<file path="src/emb_pkg.sv">
package emb_pkg;
    // idle level of all four bank selects, all inactive high
    localparam logic [3:0] EMB_SEL_IDLE_N = 4'hF;
    // bank that holds the boot image for port or flash boot
    localparam logic [1:0] EMB_BOOT_BANK  = 2'h1;
    // clock enable toward the sdram after reset
    localparam logic       EMB_CKE_RST    = 1'h1;
    // level of the sdram address-ten line outside sdram accesses
    localparam logic       EMB_A10_IDLE   = 1'h1;
    // clock rate in mhz and least refresh occupancy in ns
    localparam int         EMB_CLK_MHZ    = 100;
    localparam int         EMB_REF_NS     = 60;
    // least time rounds up to whole cycles
    localparam int         EMB_REF_CYC    =
        (EMB_REF_NS * EMB_CLK_MHZ + 999) / 1000;
    localparam logic [3:0] EMB_REF_LAST   = 4'(EMB_REF_CYC);
    // access sequencer states
    typedef enum logic [1:0] {
        EMB_S_IDLE,
        EMB_S_ADDR,
        EMB_S_WAIT
    } emb_seq_state_t;
endpackage

</file>
<file path="src/emb_acc_if.sv">
`timescale 1ns/1ps
interface emb_acc_if #(
    parameter int ADDR_W = 24
);
    logic              start;  // take a new access this cycle
    logic [ADDR_W-1:0] req_addr; // address offered with start
    logic              req_sdram; // offered access targets sdram
    logic              ack;    // acknowledge from the far side
    logic              busy;   // access in progress
    logic              done;   // one-cycle completion pulse
    logic [ADDR_W-1:0] addr;   // latched address of the access
    logic              sdram;  // latched sdram flag

    modport ctl (output start, req_addr, req_sdram, ack,
                 input  busy, done, addr, sdram);
    modport seq (input  start, req_addr, req_sdram, ack,
                 output busy, done, addr, sdram);
endinterface

</file>
<file path="src/emb_acc_seq.sv">
`timescale 1ns/1ps
module emb_acc_seq
    import emb_pkg::*;
#(
    parameter int ADDR_W = 24
) (
    // clock, reset, enable
    input  wire logic mclk,
    input  wire logic rst_n,
    input  wire logic ce,
    // access carrier
    emb_acc_if.seq    io
);
    emb_seq_state_t    state_reg;  // current phase
    emb_seq_state_t    state_next; // next phase
    logic [ADDR_W-1:0] addr_reg;   // latched address
    logic              sdram_reg;  // latched target kind
    logic              done_reg;   // completion pulse
    wire               take  = (state_reg == EMB_S_IDLE) && io.start;
    wire               finish = (state_reg == EMB_S_WAIT) && io.ack;

    // phase decode
    always_comb begin
        case (state_reg)
            EMB_S_IDLE: state_next = take ? EMB_S_ADDR : EMB_S_IDLE;
            EMB_S_ADDR: state_next = EMB_S_WAIT;
            // low acknowledge stretches the access
            EMB_S_WAIT: state_next = io.ack ? EMB_S_IDLE : EMB_S_WAIT;
            default:    state_next = EMB_S_IDLE;
        endcase
    end

    // phase and latched request
    always_ff @(posedge mclk or negedge rst_n) begin
        if (!rst_n) begin
            state_reg <= EMB_S_IDLE;
            addr_reg  <= '0;
            sdram_reg <= 1'h0;
            done_reg  <= 1'h0;
        end else if (ce) begin
            state_reg <= state_next;
            done_reg  <= finish;
            if (take) begin
                addr_reg  <= io.req_addr;
                sdram_reg <= io.req_sdram;
            end
        end
    end

    assign io.busy  = (state_reg != EMB_S_IDLE);
    assign io.done  = done_reg;
    assign io.addr  = addr_reg;
    assign io.sdram = sdram_reg;
endmodule

</file>
<file path="src/emb_bank_sel.sv">
`timescale 1ns/1ps
module emb_bank_sel
    import emb_pkg::*;
#(
    parameter int ADDR_W = 24
) (
    // clock, reset, enable
    input  wire logic              mclk,
    input  wire logic              rst_b,
    input  wire logic              clk_en,
    // access request from the core
    input  wire logic              acc_req,
    input  wire logic [ADDR_W-1:0] acc_addr,
    input  wire logic              acc_sdram,
    input  wire logic              acc_cond_true,
    input  wire logic              ack,
    output logic                   acc_busy,
    output logic                   acc_done,
    output logic                   strobe_en,
    // refresh request and status
    input  wire logic              ref_req,
    output logic                   ref_busy,
    // configuration levels
    input  wire logic              boot_ext,
    input  wire logic              ms2_mode,
    input  wire logic              ms3_mode,
    input  wire logic              timer_mode,
    input  wire logic              sdram_pwrdn,
    // other functions of shared pins
    input  wire logic              flag2_out,
    input  wire logic              flag2_oe,
    input  wire logic              flag3_out,
    input  wire logic              flag3_oe,
    input  wire logic              timer_expired_out,
    // memory pins
    output logic [ADDR_W-1:0]      ext_addr,
    output logic [1:0]             bank_sel_n,
    output logic                   shared2_out,
    output logic                   shared2_oe,
    output logic                   shared3_out,
    output logic                   shared3_oe,
    output logic                   sdram_addr_ten_out,
    output logic                   sdram_clk_en_out,
    output logic                   sdram_clk_out0
);
    // upper two address bits pick the bank; a boot access always gets EMB_BOOT_BANK
    function automatic logic [1:0] addr_bank(logic [ADDR_W-1:0] a,
                                             logic boot);
        addr_bank = boot ? EMB_BOOT_BANK : a[ADDR_W-1:ADDR_W-2];
    endfunction

    // one-hot low select for a bank
    function automatic logic [3:0] bank_onehot_n(logic [1:0] b);
        bank_onehot_n = ~(4'h1 << b);
    endfunction

    logic [1:0]        rst_sync_reg;   // reset release chain
    wire               rst_n = rst_sync_reg[1];
    emb_acc_if #(.ADDR_W(ADDR_W)) acc ();

    logic [3:0]        sel_n_reg;      // all four selects, internal
    logic [ADDR_W-1:0] addr_reg;       // address pins
    logic              sh2_out_reg;    // shared pin two level
    logic              sh2_oe_reg;     // shared pin two drive
    logic              sh3_out_reg;    // shared pin three level
    logic              sh3_oe_reg;     // shared pin three drive
    logic              a10_reg;        // sdram address ten
    logic              cke_reg;        // sdram clock enable
    logic              sclk_reg;       // sdram clock toggle
    logic              busy_reg;       // access busy to core
    logic              strobe_reg;     // data strobes allowed
    logic              ref_pend_reg;   // refresh waiting
    logic [3:0]        ref_cnt_reg;    // refresh cycles remaining
    logic              ref_busy_reg;   // refresh running, pin copy

    // shared decode
    wire        ref_active = (ref_cnt_reg != 4'h0);
    wire        sd_acc     = acc.busy && acc.sdram;
    // sdram access waits out a running refresh; others do not
    wire        start_ok   = !(acc_sdram && ref_active);
    wire        ref_start  = ref_pend_reg && !ref_active && !sd_acc;
    // next count, shared by the counter and its registered busy copy
    wire [3:0]  ref_cnt_next = ref_start ? EMB_REF_LAST
        : (ref_active ? ref_cnt_reg - 4'h1 : ref_cnt_reg);
    wire [3:0]  sel_n_next = acc.busy
        ? bank_onehot_n(addr_bank(acc.addr, boot_ext))
        : EMB_SEL_IDLE_N;
    wire        a10_next   = sd_acc ? acc.addr[10] : EMB_A10_IDLE;
    // pin function chosen by configuration levels
    wire        sh2_o_next = ms2_mode ? sel_n_next[2] : flag2_out;
    wire        sh2_e_next = ms2_mode ? 1'h1 : flag2_oe;
    wire        sh3_alt    = timer_mode ? timer_expired_out : flag3_out;
    wire        sh3_o_next = ms3_mode ? sel_n_next[3] : sh3_alt;
    wire        sh3_e_next = ms3_mode || timer_mode || flag3_oe;

    assign acc.start     = acc_req && !acc.done && start_ok;
    assign acc.req_addr  = acc_addr;
    assign acc.req_sdram = acc_sdram;
    assign acc.ack       = ack;

    emb_acc_seq #(.ADDR_W(ADDR_W)) u_seq (
        .mclk (mclk),
        .rst_n(rst_n),
        .ce   (clk_en),
        .io   (acc)
    );

    // reset release through two flops
    always_ff @(posedge mclk or negedge rst_b) begin
        if (!rst_b) rst_sync_reg <= 2'h0;
        else        rst_sync_reg <= {rst_sync_reg[0], 1'h1};
    end

    // pins follow the sequencer; selects and address move together
    always_ff @(posedge mclk or negedge rst_n) begin
        if (!rst_n) begin
            sel_n_reg   <= EMB_SEL_IDLE_N;
            addr_reg    <= '0;
            sh2_out_reg <= 1'h1;
            sh2_oe_reg  <= 1'h0;
            sh3_out_reg <= 1'h1;
            sh3_oe_reg  <= 1'h0;
            a10_reg     <= EMB_A10_IDLE;
        end else if (clk_en) begin
            sel_n_reg   <= sel_n_next;
            addr_reg    <= acc.addr;
            sh2_out_reg <= sh2_o_next;
            sh2_oe_reg  <= sh2_e_next;
            sh3_out_reg <= sh3_o_next;
            sh3_oe_reg  <= sh3_e_next;
            a10_reg     <= a10_next;
        end
    end

    // core status; the condition never gates the select
    always_ff @(posedge mclk or negedge rst_n) begin
        if (!rst_n) begin
            busy_reg   <= 1'h0;
            strobe_reg <= 1'h0;
        end else if (clk_en) begin
            busy_reg   <= acc.busy;
            strobe_reg <= acc.busy && acc_cond_true;
        end
    end

    // refresh: request sticks, set wins over the start clear
    always_ff @(posedge mclk or negedge rst_n) begin
        if (!rst_n) begin
            ref_pend_reg <= 1'h0;
            ref_cnt_reg  <= 4'h0;
            ref_busy_reg <= 1'h0;
        end else if (clk_en) begin
            ref_pend_reg <= ref_req || (ref_pend_reg && !ref_start);
            ref_cnt_reg  <= ref_cnt_next;
            // flop copy keeps the pin glitch free, same timing as count
            ref_busy_reg <= (ref_cnt_next != 4'h0);
        end
    end

    // sdram clock, low out of reset; clock enable high from reset, low while sdram_pwrdn
    always_ff @(posedge mclk or negedge rst_n) begin
        if (!rst_n) begin
            cke_reg  <= EMB_CKE_RST;
            sclk_reg <= 1'h0;
        end else if (clk_en) begin
            cke_reg  <= !sdram_pwrdn;
            sclk_reg <= !sclk_reg;
        end
    end

    assign ext_addr           = addr_reg;
    assign bank_sel_n         = sel_n_reg[1:0];
    assign shared2_out        = sh2_out_reg;
    assign shared2_oe         = sh2_oe_reg;
    assign shared3_out        = sh3_out_reg;
    assign shared3_oe         = sh3_oe_reg;
    assign sdram_addr_ten_out = a10_reg;
    assign sdram_clk_en_out   = cke_reg;
    assign sdram_clk_out0     = sclk_reg;
    assign acc_busy           = busy_reg;
    assign acc_done           = acc.done;
    assign strobe_en          = strobe_reg;
    assign ref_busy           = ref_busy_reg;
endmodule

</file>
<file path="config.mk">
export PLATFORM = sky130hd
export DESIGN_NAME = emb_bank_sel
export DESIGN_NICKNAME = d
export VERILOG_FILES = /design/src/emb_pkg.sv /design/src/emb_acc_if.sv /design/src/emb_acc_seq.sv /design/src/emb_bank_sel.sv
export SDC_FILE = /design/constraint.sdc
export NUM_CORES = 1
export LEC_CHECK = 0
export BUFFER_PORTS_ARGS = -buffer_cell sky130_fd_sc_hd__buf_2
export CAP_MARGIN = 20
export CORE_MARGIN = 2
export CORE_UTILIZATION = 56
export DETAILED_ROUTE_END_ITERATION = 10
export PLACE_DENSITY = 0.84
export SKIP_CTS_REPAIR_TIMING = 1
export SLEW_MARGIN = 20
export SYNTH_ARGS = -nofsm -noshare
export SYNTH_HDL_FRONTEND = slang
export SYNTH_HIERARCHICAL = 1
export SYNTH_SLANG_ARGS = --single-unit
</file>
<file path="constraint.sdc">
create_clock -name mclk -period 5.6 [get_ports mclk]
set_clock_uncertainty 0.1 [all_clocks]
set_input_delay 0.28 -clock mclk [delete_from_list [all_inputs] [get_ports mclk]]
set_output_delay 0.28 -clock mclk [all_outputs]
set_load 0.02 [all_outputs]
</file>
* After elaboration in Yosys (flattened, before gate mapping)
Cells that the tools add are included.
W data, S select, Z words.
** Operators by class
- Add/sub/neg operators :: 1
- Equal/unequal tests :: 2
- Bitwise gates (word level) :: 1
- Multiplexer cells :: 12
- Shift operators :: 1
- Reduce and logical (&&, ||, !) cells :: 25
** Operator list (count)
- $mux W4 :: 3
- $logic_and A1 B1 Y1 :: 10
- $reduce_bool A4 Y1 :: 2
- $logic_not A1 Y1 :: 7
- $mux W1 :: 6
- $pmux W2 S3 :: 1
- $mux W2 :: 2
- $not A4 Y4 :: 1
- $shl A1 B2 Y4 const A :: 1
- $sub A4 B1 Y4 const B :: 1
- $logic_or A1 B1 Y1 :: 3
- $eq A2 B1 Y1 const B :: 1
- $eq A2 B2 Y1 const B :: 1
- $logic_not A2 Y1 :: 1
- $reduce_and A2 Y1 :: 1
- $reduce_bool A2 Y1 :: 1
** Storage, ports and cells
- Bits of input ports :: 42
- Output and inout port bits :: 37
- Logic and storage cells :: 61
- Register bits after elaboration :: 71

* Longest topological paths before layout
Gate-level depths: netlist of run 1.
- Depth in word-level cells :: 7
- Mapped depth :: 8
- Depth with buffers taken out :: 6

* By module
The synthesis of run 1 kept the hierarchy.
** By module, submodules not included
- emb_bank_sel :: cells an instance 136, instances 1, area an instance 1778.0 um^2, sequential area each 1083.5 um^2
- emb_acc_seq :: cells an instance 66, instances 1, area an instance 1174.9 um^2, sequential area each 700.7 um^2

* Least setup slack after synthesis of run 1
Ideal clock, no wire load.
- Kind :: flip-flop to flip-flop
- Start point :: register ref_cnt_reg[0]
- End point :: register u_seq.addr_reg[0], in the netlist u_seq/io.addr[0]
- Period minus slack after synthesis :: 2302 ps
- Buffers on the path :: 2
- Slack :: 3298 ps
- Setup time :: 125 ps
- Arrival time :: 2077 ps
- Cell stages (with the launch flop) :: 9
- Required time :: 5375 ps
- Cells stage by stage :: dfrtp_1 -> inv_1 -> ha_1 -> or3b_2 -> a21oi_1 -> and4bb_1 -> buf_6 -> buf_12 -> mux2_4
** On the way
- Longest elaborated chain between the ends :: 6
** Ends and longest elaborated chain
- start, declared :: line emb_bank_sel.sv:73 : logic [3:0] ref_cnt_reg;
- start signal, assigned :: line emb_bank_sel.sv:154 : ref_cnt_reg <= ref_cnt_next;
- $reduce_bool A4 Y1 :: line emb_bank_sel.sv:77 : wire ref_active = (ref_cnt_reg != 4'h0);
- $logic_and A1 B1 Y1 :: line emb_bank_sel.sv:80 : wire start_ok = !(acc_sdram && ref_active);
- $logic_not A1 Y1 :: line emb_bank_sel.sv:80
- $logic_and A1 B1 Y1 :: line emb_bank_sel.sv:96 : assign acc.start = acc_req && !acc.done && start_ok;
- via acc.start :: line emb_acc_if.sv:5 : logic start;
- $logic_and A1 B1 Y1 :: line emb_acc_seq.sv:19 : wire take = (state_reg == EMB_S_IDLE) && io.start;
- $reduce_and A2 Y1 (no line)
- end signal, assigned :: line emb_acc_seq.sv:44 : addr_reg <= io.req_addr;
- end, declared :: line emb_acc_seq.sv:16 : logic [ADDR_W-1:0] addr_reg;
The timed path passes the listed nets, and every way through them passes these cells.
A chain may end at the register's enable or synchronous reset.

* Worst setup path in the final report of run 1
- Start point :: register ref_cnt_reg[0]
- End point :: register u_seq.addr_reg[15], in the netlist u_seq/io.addr[15]
The elaborated chain is that of the path after synthesis.

==> impl_metrics.py, run 1 <==
metrics = {
    "detailed_routing": {
        "drtIter0Drc": 130,
        "drt-wirelength-per-cell_um": 14.52,
        "ant_nets": 0,
        "vias_per_cell": 5.158,
        "vias": 1862,
        "route.detailed.drc": 0,
        "wl_mm": 5.241,
        "firstDrtPassIters": 4,
    },
    "power_and_ir_drop": {
        "pwr-share-seq_pct": 45.8,
        "power.leakage_nw": 1.718,
        "intPower_mw": 1.277,
        "p_switching_uw": 646.5,
        "p_per_area_nw_per_um2": 536.7,
        "pwr-share-clk_pct": 19.9,
        "netSwitchingFraction_pct": 33.62,
        "p_comb_share_pct": 34.4,
        "ir_worst_vdd_uv": 270.2,
    },
    "global_route": {
        "grt_pass1_wl_mm": 8.921,
        "antenna_found_initial": 0,
        "grt_max_degree": 70,
        "grt_overflow": 0,
        "grt.total_usage_pct": 19.31,
        "grt_pass1_vias": 1858,
    },
    "clocking": {
        "clockBufferDepth": 2,
        "cts_root_buf": "clkbuf_8",
        "cts.clk_slew.worst_paths_ns": 0.08,
        "htreeDepth": 3,
        "cts_sinks": 71,
        "cts_buffers": 9,
        "clock_latency_ns": 0.33,
        "cts_tree": "done",
    },
    "sta": {
        "relSlewSlack_pct": 39.68,
        "worst_pin_slew_ns": 0.9047,
        "setup_tns_ns": 0,
        "final.min_clock_period_ns": 2.926,
        "hold_slack_ns": 0.06818,
        "max_freq_mhz": 341.8,
        "maxSlewViolCount": 0,
        "setup_violations": 0,
        "hold_viol_final": 0,
        "fin_crit_sh_pct": 52.25,
        "rsz0062_at_grt": "no",
    },
    "setup_path": {
        "crit_arrival_ns": 3.05,
        "cp.required_ns": 5.72,
        "worst_r2r_endpoint": "u_seq/io.addr[15]",
        "reg2reg_depth": 6,
        "criticalPathCategory": "reg2reg",
        "reg2reg_setup_slack_ns": 2.67,
        "start_kind": "register",
        "cp-end-kind": "register",
        "critical_path.startpoint": "ref_cnt_reg[0]",
        "path_max_fanout": 26,
        "crit_end": "u_seq/io.addr[15]",
        "timing.rr.start": "ref_cnt_reg[0]",
    },
    "logic_synthesis": {
        "syn_nets": 245,
        "post-synth-top-count-cell": "dfrtp_1",
        "yosysTopAreaCellShare_pct": 55.08,
        "synth_edf_count": 0,
        "ys_ff_latch": 71,
        "syn_avg_cell_area_um2": 14.62,
        "ys_top_cells_by_area": "dfrtp_1 (55%), mux2_2 (12%), mux2_4 (9.7%), dfstp_2 (5.3%), buf_12 (1.4%)",
        "seq_area_frac_synth_pct": 60.42,
        "yosys-top-cells-count": "dfrtp_1 (65), mux2_2 (31), mux2_4 (19)",
        "synthFlopType": "dfrtp_1",
        "ys_warn_count": 6,
        "ys_types": 41,
        "synthCells": 202,
        "yosysTopAreaCell": "dfrtp_1",
        "ys_async_sr_fraction_pct": 100.0,
        "syn_area_um2": 2953,
    },
    "die": {
        "ios": 79,
        "core_area_um2": 5107,
        "fp.dieArea_um2": 5870,
        "rows": 26,
        "die_x_um": 76.62,
        "fp.dieH_um": 76.62,
        "initial_utilization_pct": 57.81,
    },
    "finish": {
        "drive_gt1_share_pct": 54.98,
        "nets": 329,
        "fill_cells": 378,
        "antenna_cells": 0,
        "area_delta_synth_final_pct": 21.36,
    },
    "place": {
        "port_buffers": 78,
        "dp_hpwl_mm": 3.462,
        "gp_congestion": 0.8425,
    },
    "flow_run": {
        "drv_cap": 0,
    },
    "hold_path": {
        "hold_path.class": "in2reg",
    },
    "run_status": {
        "status": "completed",
    },
}
==> power by group through the flow <==
stage          Sequential (mW)  Combinational [mW]  Clock [mW]
6_report                 0.880               0.661       0.382
5_1_grt                  0.917               0.706       0.416
4_1_cts                  0.881               0.667       0.391
3_5_place_dp             0.886               0.666           0
3_3_place_gp             0.876               0.640           0
2_1_floorplan             1.00               0.344           0
==> worst min path at each step <==
stage	slack, ns	cells after the start	startpoint	to
floorplan	-0.12	0	rst_b	rst_sync_reg[0]
finish	0.07	2	acc_addr[4]	u_seq/io.addr[4]
global placement	-0.03	1	rst_b	rst_sync_reg[0]
global route	0.05	2	acc_addr[4]	u_seq/io.addr[4]
CTS	-0.40	1	rst_b	rst_sync_reg[1]
detailed placement	-0.03	1	rst_b	rst_sync_reg[0]
==> layer usage <==
metal	global-route usage (%)	part of all wire, %
met5	0	0
met4	6.545	0.78
met3	6.398	6.6
met2	28.32	45
met1	27.31	48
==> cell families (layout without fill, tap and decap cells) <==
logic type | Yosys count | count (layout) | share of synthesized area (%)
buffers and inverters | 18 | 107 | 3.771
adder cells (fa/ha/maj) | 1 | 1 | 0.4237
AO/OA/AOI/OAI | 25 | 25 | 5.721
multiplexers | 53 | 53 | 22.50
AND/OR/NAND/NOR | 31 | 31 | 6.442
XOR/XNOR | 2 | 2 | 0.5933
other | 1 | 1 | 0.1270
flip-flops | 71 | 71 | 60.42
==> layout make-up <==
cell class | instances | area (µm²) | share of cell area, %
Timing Repair Buffer | 82 | 425.4 | 11.87
Tap cell | 70 | 87.58 | 2.444
Sequential cell | 71 | 1785 | 49.83
Multi-Input combinational cell | 113 | 1057 | 29.50
Inverter | 9 | 33.78 | 0.9427
Clock buffer | 12 | 165.2 | 4.609
Clock inverter | 4 | 28.78 | 0.8031
==> metrics by stage <==
| stage | instances | power, mW | area [µm²] | util [%] | setup slack [ns] |
|---|---|---|---|---|---|
| after global placement | 343 | 1.517 | 3369 | 65.97 | 2.794 |
| after global routing | 361 | 2.039 | 3583 | 70.16 | 2.521 |
| after detailed placement | 343 | 1.552 | 3369 | 65.97 | 2.676 |
| after floorplan | 202 | 1.346 | 2953 | - | 3.298 |
| after CTS | 359 | 1.939 | 3563 | 69.77 | 2.667 |
| final | 361 | 1.923 | 3583 | 70.16 | 2.674 |
==> cell usage in the layout (no fill, tap or decap), types with 2 or more instances in the layout <==
cell type,instances
inv_1,9
nand4b_1,2
or4b_1,2
mux2i_1,3
and2b_2,2
buf_2,78
a22o_1,2
dfstp_2,6
mux2_2,31
a21oi_1,6
clkinvlp_4,2
or3b_2,2
nor2_1,7
nand2_1,6
dlygate4sd3_1,2
nor3_1,2
nand3_1,2
o21ai_0,7
dfrtp_1,64
buf_4,2
clkbuf_8,12
mux2_4,19
==> worst max-delay path: stages (launching register included) <==
cell and delay [ns]:
dfrtp_1 0.40, inv_1 0.11, ha_1 0.26, or3b_2 0.52, a21oi_1 0.15, and4bb_2 0.85, mux2_2 0.42
Note: power is estimated with default switching activity, not from simulation.
==> inputs of run 2 (changes only) <==
--- a/config.mk
+++ b/config.mk
@@ -5,12 +5,13 @@
 export SDC_FILE = /design/constraint.sdc
 export NUM_CORES = 1
 export LEC_CHECK = 0
+export ABC_AREA = 1
 export BUFFER_PORTS_ARGS = -buffer_cell sky130_fd_sc_hd__buf_2
 export CAP_MARGIN = 20
 export CORE_MARGIN = 2
-export CORE_UTILIZATION = 56
+export CORE_UTILIZATION = 52
 export DETAILED_ROUTE_END_ITERATION = 10
-export PLACE_DENSITY = 0.84
+export PLACE_DENSITY = 0.79
 export SKIP_CTS_REPAIR_TIMING = 1
 export SLEW_MARGIN = 20
 export SYNTH_ARGS = -nofsm -noshare
==> constraint.sdc (replaced) <==
create_clock -name mclk -period 2.8 [get_ports mclk]
set_clock_uncertainty 0.1 [all_clocks]
set_input_delay 0.14 -clock mclk [delete_from_list [all_inputs] [get_ports mclk]]
set_output_delay 0.14 -clock mclk [all_outputs]
set_load 0.02 [all_outputs]
==> run 2 against run 1 <==
The run now ends with negative hold slack left. Sequential share of layout area shrank 4.6 points. Count of clock-buffer cells in the layout is 1 lower. Clock power increased by 130%. Highest routed layer unchanged. Routed wire length is 29% higher.
==> impl_metrics.py, run 2 <==
metrics = {
    "run_status": {
        "status": "finished with violations",
        "violations": "negative hold slack",
    },
    "die": {
        "initial_utilization_pct": 54.02,
        "die_x_um": 79.87,
        "rows": 27,
        "fp.dieArea_um2": 6378,
        "ios": 79,
        "core_area_um2": 5540,
        "fp.dieH_um": 79.87,
    },
    "detailed_routing": {
        "firstDrtPassIters": 4,
        "vias": 2576,
        "drtIter0Drc": 257,
        "route.detailed.drc": 0,
        "drt-wirelength-per-cell_um": 12.99,
        "wl_mm": 6.770,
        "vias_per_cell": 4.944,
        "ant_nets": 0,
    },
    "setup_path": {
        "path_max_fanout": 27,
        "cp.required_ns": 2.97,
        "worst_r2r_endpoint": "shared2_out",
        "crit_arrival_ns": 2.42,
        "criticalPathCategory": "reg2reg",
        "cp-end-kind": "register",
        "timing.rr.start": "u_seq/state_reg[0]",
        "reg2reg_setup_slack_ns": 0.56,
        "start_kind": "register",
        "reg2reg_depth": 8,
    },
    "finish": {
        "layout_common_cells": "nand2_1 (151), buf_2 (78), dfrtp_1 (64)",
        "nets": 488,
        "layout_commonest_cell": "nand2_1",
        "finish.instance_area_um2": 3946,
        "final_cells": 521,
        "drive_gt1_share_pct": 26.06,
        "area_delta_synth_final_pct": 31.86,
        "antenna_cells": 0,
    },
    "place": {
        "dp_cells": 473,
        "dp_hpwl_mm": 4.244,
        "gp_congestion": 0.8162,
        "dp_slack_ns": 0.7832,
        "place_area_um2": 3405,
        "port_buffers": 78,
    },
    "sta": {
        "rsz0062_at_grt": "no",
        "hold_viol_final": 5,
        "maxSlewViolCount": 0,
        "worst_pin_slew_ns": 0.7179,
        "fin_crit_sh_pct": 80.15,
        "postLayoutSetupSlackWorst_ns": 0.5559,
        "setup_violations": 0,
        "max_freq_mhz": 445.6,
        "hold_slack_ns": -0.02618,
        "relSlewSlack_pct": 52.07,
        "final.min_clock_period_ns": 2.244,
        "setup_tns_ns": 0,
    },
    "logic_synthesis": {
        "syn_avg_cell_area_um2": 8.934,
        "seq_area_frac_synth_pct": 59.62,
        "yosys-top-cells-count": "nand2_1 (151), dfrtp_1 (65), nand3_1 (28)",
        "synthFlopType": "dfrtp_1",
        "ys_ff_latch": 71,
        "yosysTopAreaCellShare_pct": 54.35,
        "ys_types": 30,
        "synth_edf_count": 0,
        "ys_async_sr_fraction_pct": 100.0,
        "syn_area_um2": 2993,
        "syn_nets": 378,
        "yosysTopAreaCell": "dfrtp_1",
        "ys_top_cells_by_area": "dfrtp_1 (54%), nand2_1 (19%), dfstp_2 (5.3%), nand3_1 (4.7%), o21ai_0 (2.2%)",
        "post-synth-top-count-cell": "nand2_1",
        "ys_warn_count": 6,
        "synthCells": 335,
    },
    "global_route": {
        "grt_max_degree": 64,
        "grt.total_usage_pct": 21.77,
        "antenna_found_initial": 0,
        "grt_overflow": 0,
        "grt_pass1_wl_mm": 10.63,
        "grt_pass1_vias": 2393,
    },
    "power_and_ir_drop": {
        "p_per_area_nw_per_um2": 994.0,
        "p_comb_share_pct": 33.8,
        "pwr-share-clk_pct": 22.2,
        "netSwitchingFraction_pct": 37.94,
        "intPower_mw": 2.434,
        "p_switching_mw": 1.488,
        "power.leakage_nw": 2.131,
        "ir_worst_vdd_uv": 486.0,
        "pwr-share-seq_pct": 44.0,
    },
    "hold_path": {
        "hold_depth": 3,
        "min_from": "ms2_mode",
        "hold_end": "shared2_oe",
        "hold_path.class": "in2reg",
    },
    "clocking": {
        "clock_latency_ns": 0.33,
        "clockBufferDepth": 2,
        "cts_buffers": 9,
        "htreeDepth": 3,
        "cts.clk_slew.worst_paths_ns": 0.07,
        "cts_root_buf": "clkbuf_8",
        "cts_tree": "done",
        "cts_sinks": 71,
    },
    "flow_run": {
        "drv_cap": 0,
    },
}
-- run 2: cells by family (layout without fill, tap and decap cells) --
family / count (synthesis) / after routing / share of synthesized area [%]
and+or+nand+nor: 207 / 207 / 29.77
adders and majority gates: 1 / 1 / 0.4180
buffers and inverters: 31 / 145 / 5.435
other: 1 / 1 / 0.1253
DFF: 71 / 71 / 59.62
AOI/OAI and AO/OA: 23 / 23 / 4.348
xor gates and xnor gates: 1 / 1 / 0.2927
-- run 2: final cells by class --
type | count | area, µm²
tap | 72 | 90.09
fill | 447 | 1594
inverter | 17 | 65.06
clock inverter | 4 | 70.07
multi-input combinational | 233 | 1046
sequential | 71 | 1785
clock buffer | 11 | 141.4
timing repair buffer | 113 | 748.2
-- run 2: per-layer routing --
metal | GRT usage, % | routed length (µm) | vias to the layer above
li1 | - | - | 1268
met1 | 28.82 | 2965 | 1210
met2 | 34.87 | 3327 | 90
met3 | 3.620 | 396 | 8
met4 | 10.85 | 80 | 0
met5 | 0 | 0 | -
-- run 2: metrics by stage --
stage               power, mW  util, %
CTS                     3.903    65.27
finish                  3.923    71.23
global placement        2.965    61.45
detailed placement      3.018    61.45
global route            4.201    71.23
floorplan               2.647        -
-- run 2: power groups by stage --
stage | registers, mW | logic [mW] | clock network, mW
6_report | 1.73 | 1.32 | 0.872
5_1_grt | 1.78 | 1.50 | 0.929
4_1_cts | 1.72 | 1.29 | 0.887
3_5_place_dp | 1.73 | 1.29 | 0
3_3_place_gp | 1.73 | 1.24 | 0
2_1_floorplan | 1.93 | 0.713 | 0
-- run 2: worst max-delay path by stage --
stage	start	endpoint	slack [ns]	depth (start not counted)
6_report	u_seq/state_reg[0]	shared2_out	0.56	8
5_1_grt	u_seq/state_reg[0]	shared2_out	0.40	8
4_1_cts	ref_cnt_reg[0]	u_seq/io.addr[12]	0.77	9
3_5_place_dp	ref_cnt_reg[0]	u_seq/io.addr[12]	0.78	9
3_3_place_gp	ref_cnt_reg[0]	u_seq/io.addr[7]	0.87	9
2_1_floorplan	rst_sync_reg[1]	acc_busy	0.59	0
-- run 2: critical path, cell delays in order, from the launching register on --
cell           delay [ns]
dfrtp_1              0.46
nor2_8               0.40
inv_1                0.20
inv_1                0.09
nor2_1               0.07
a31oi_1              0.13
o21ai_0              0.10
dlygate4sd3_1        0.56
nand2_1              0.06
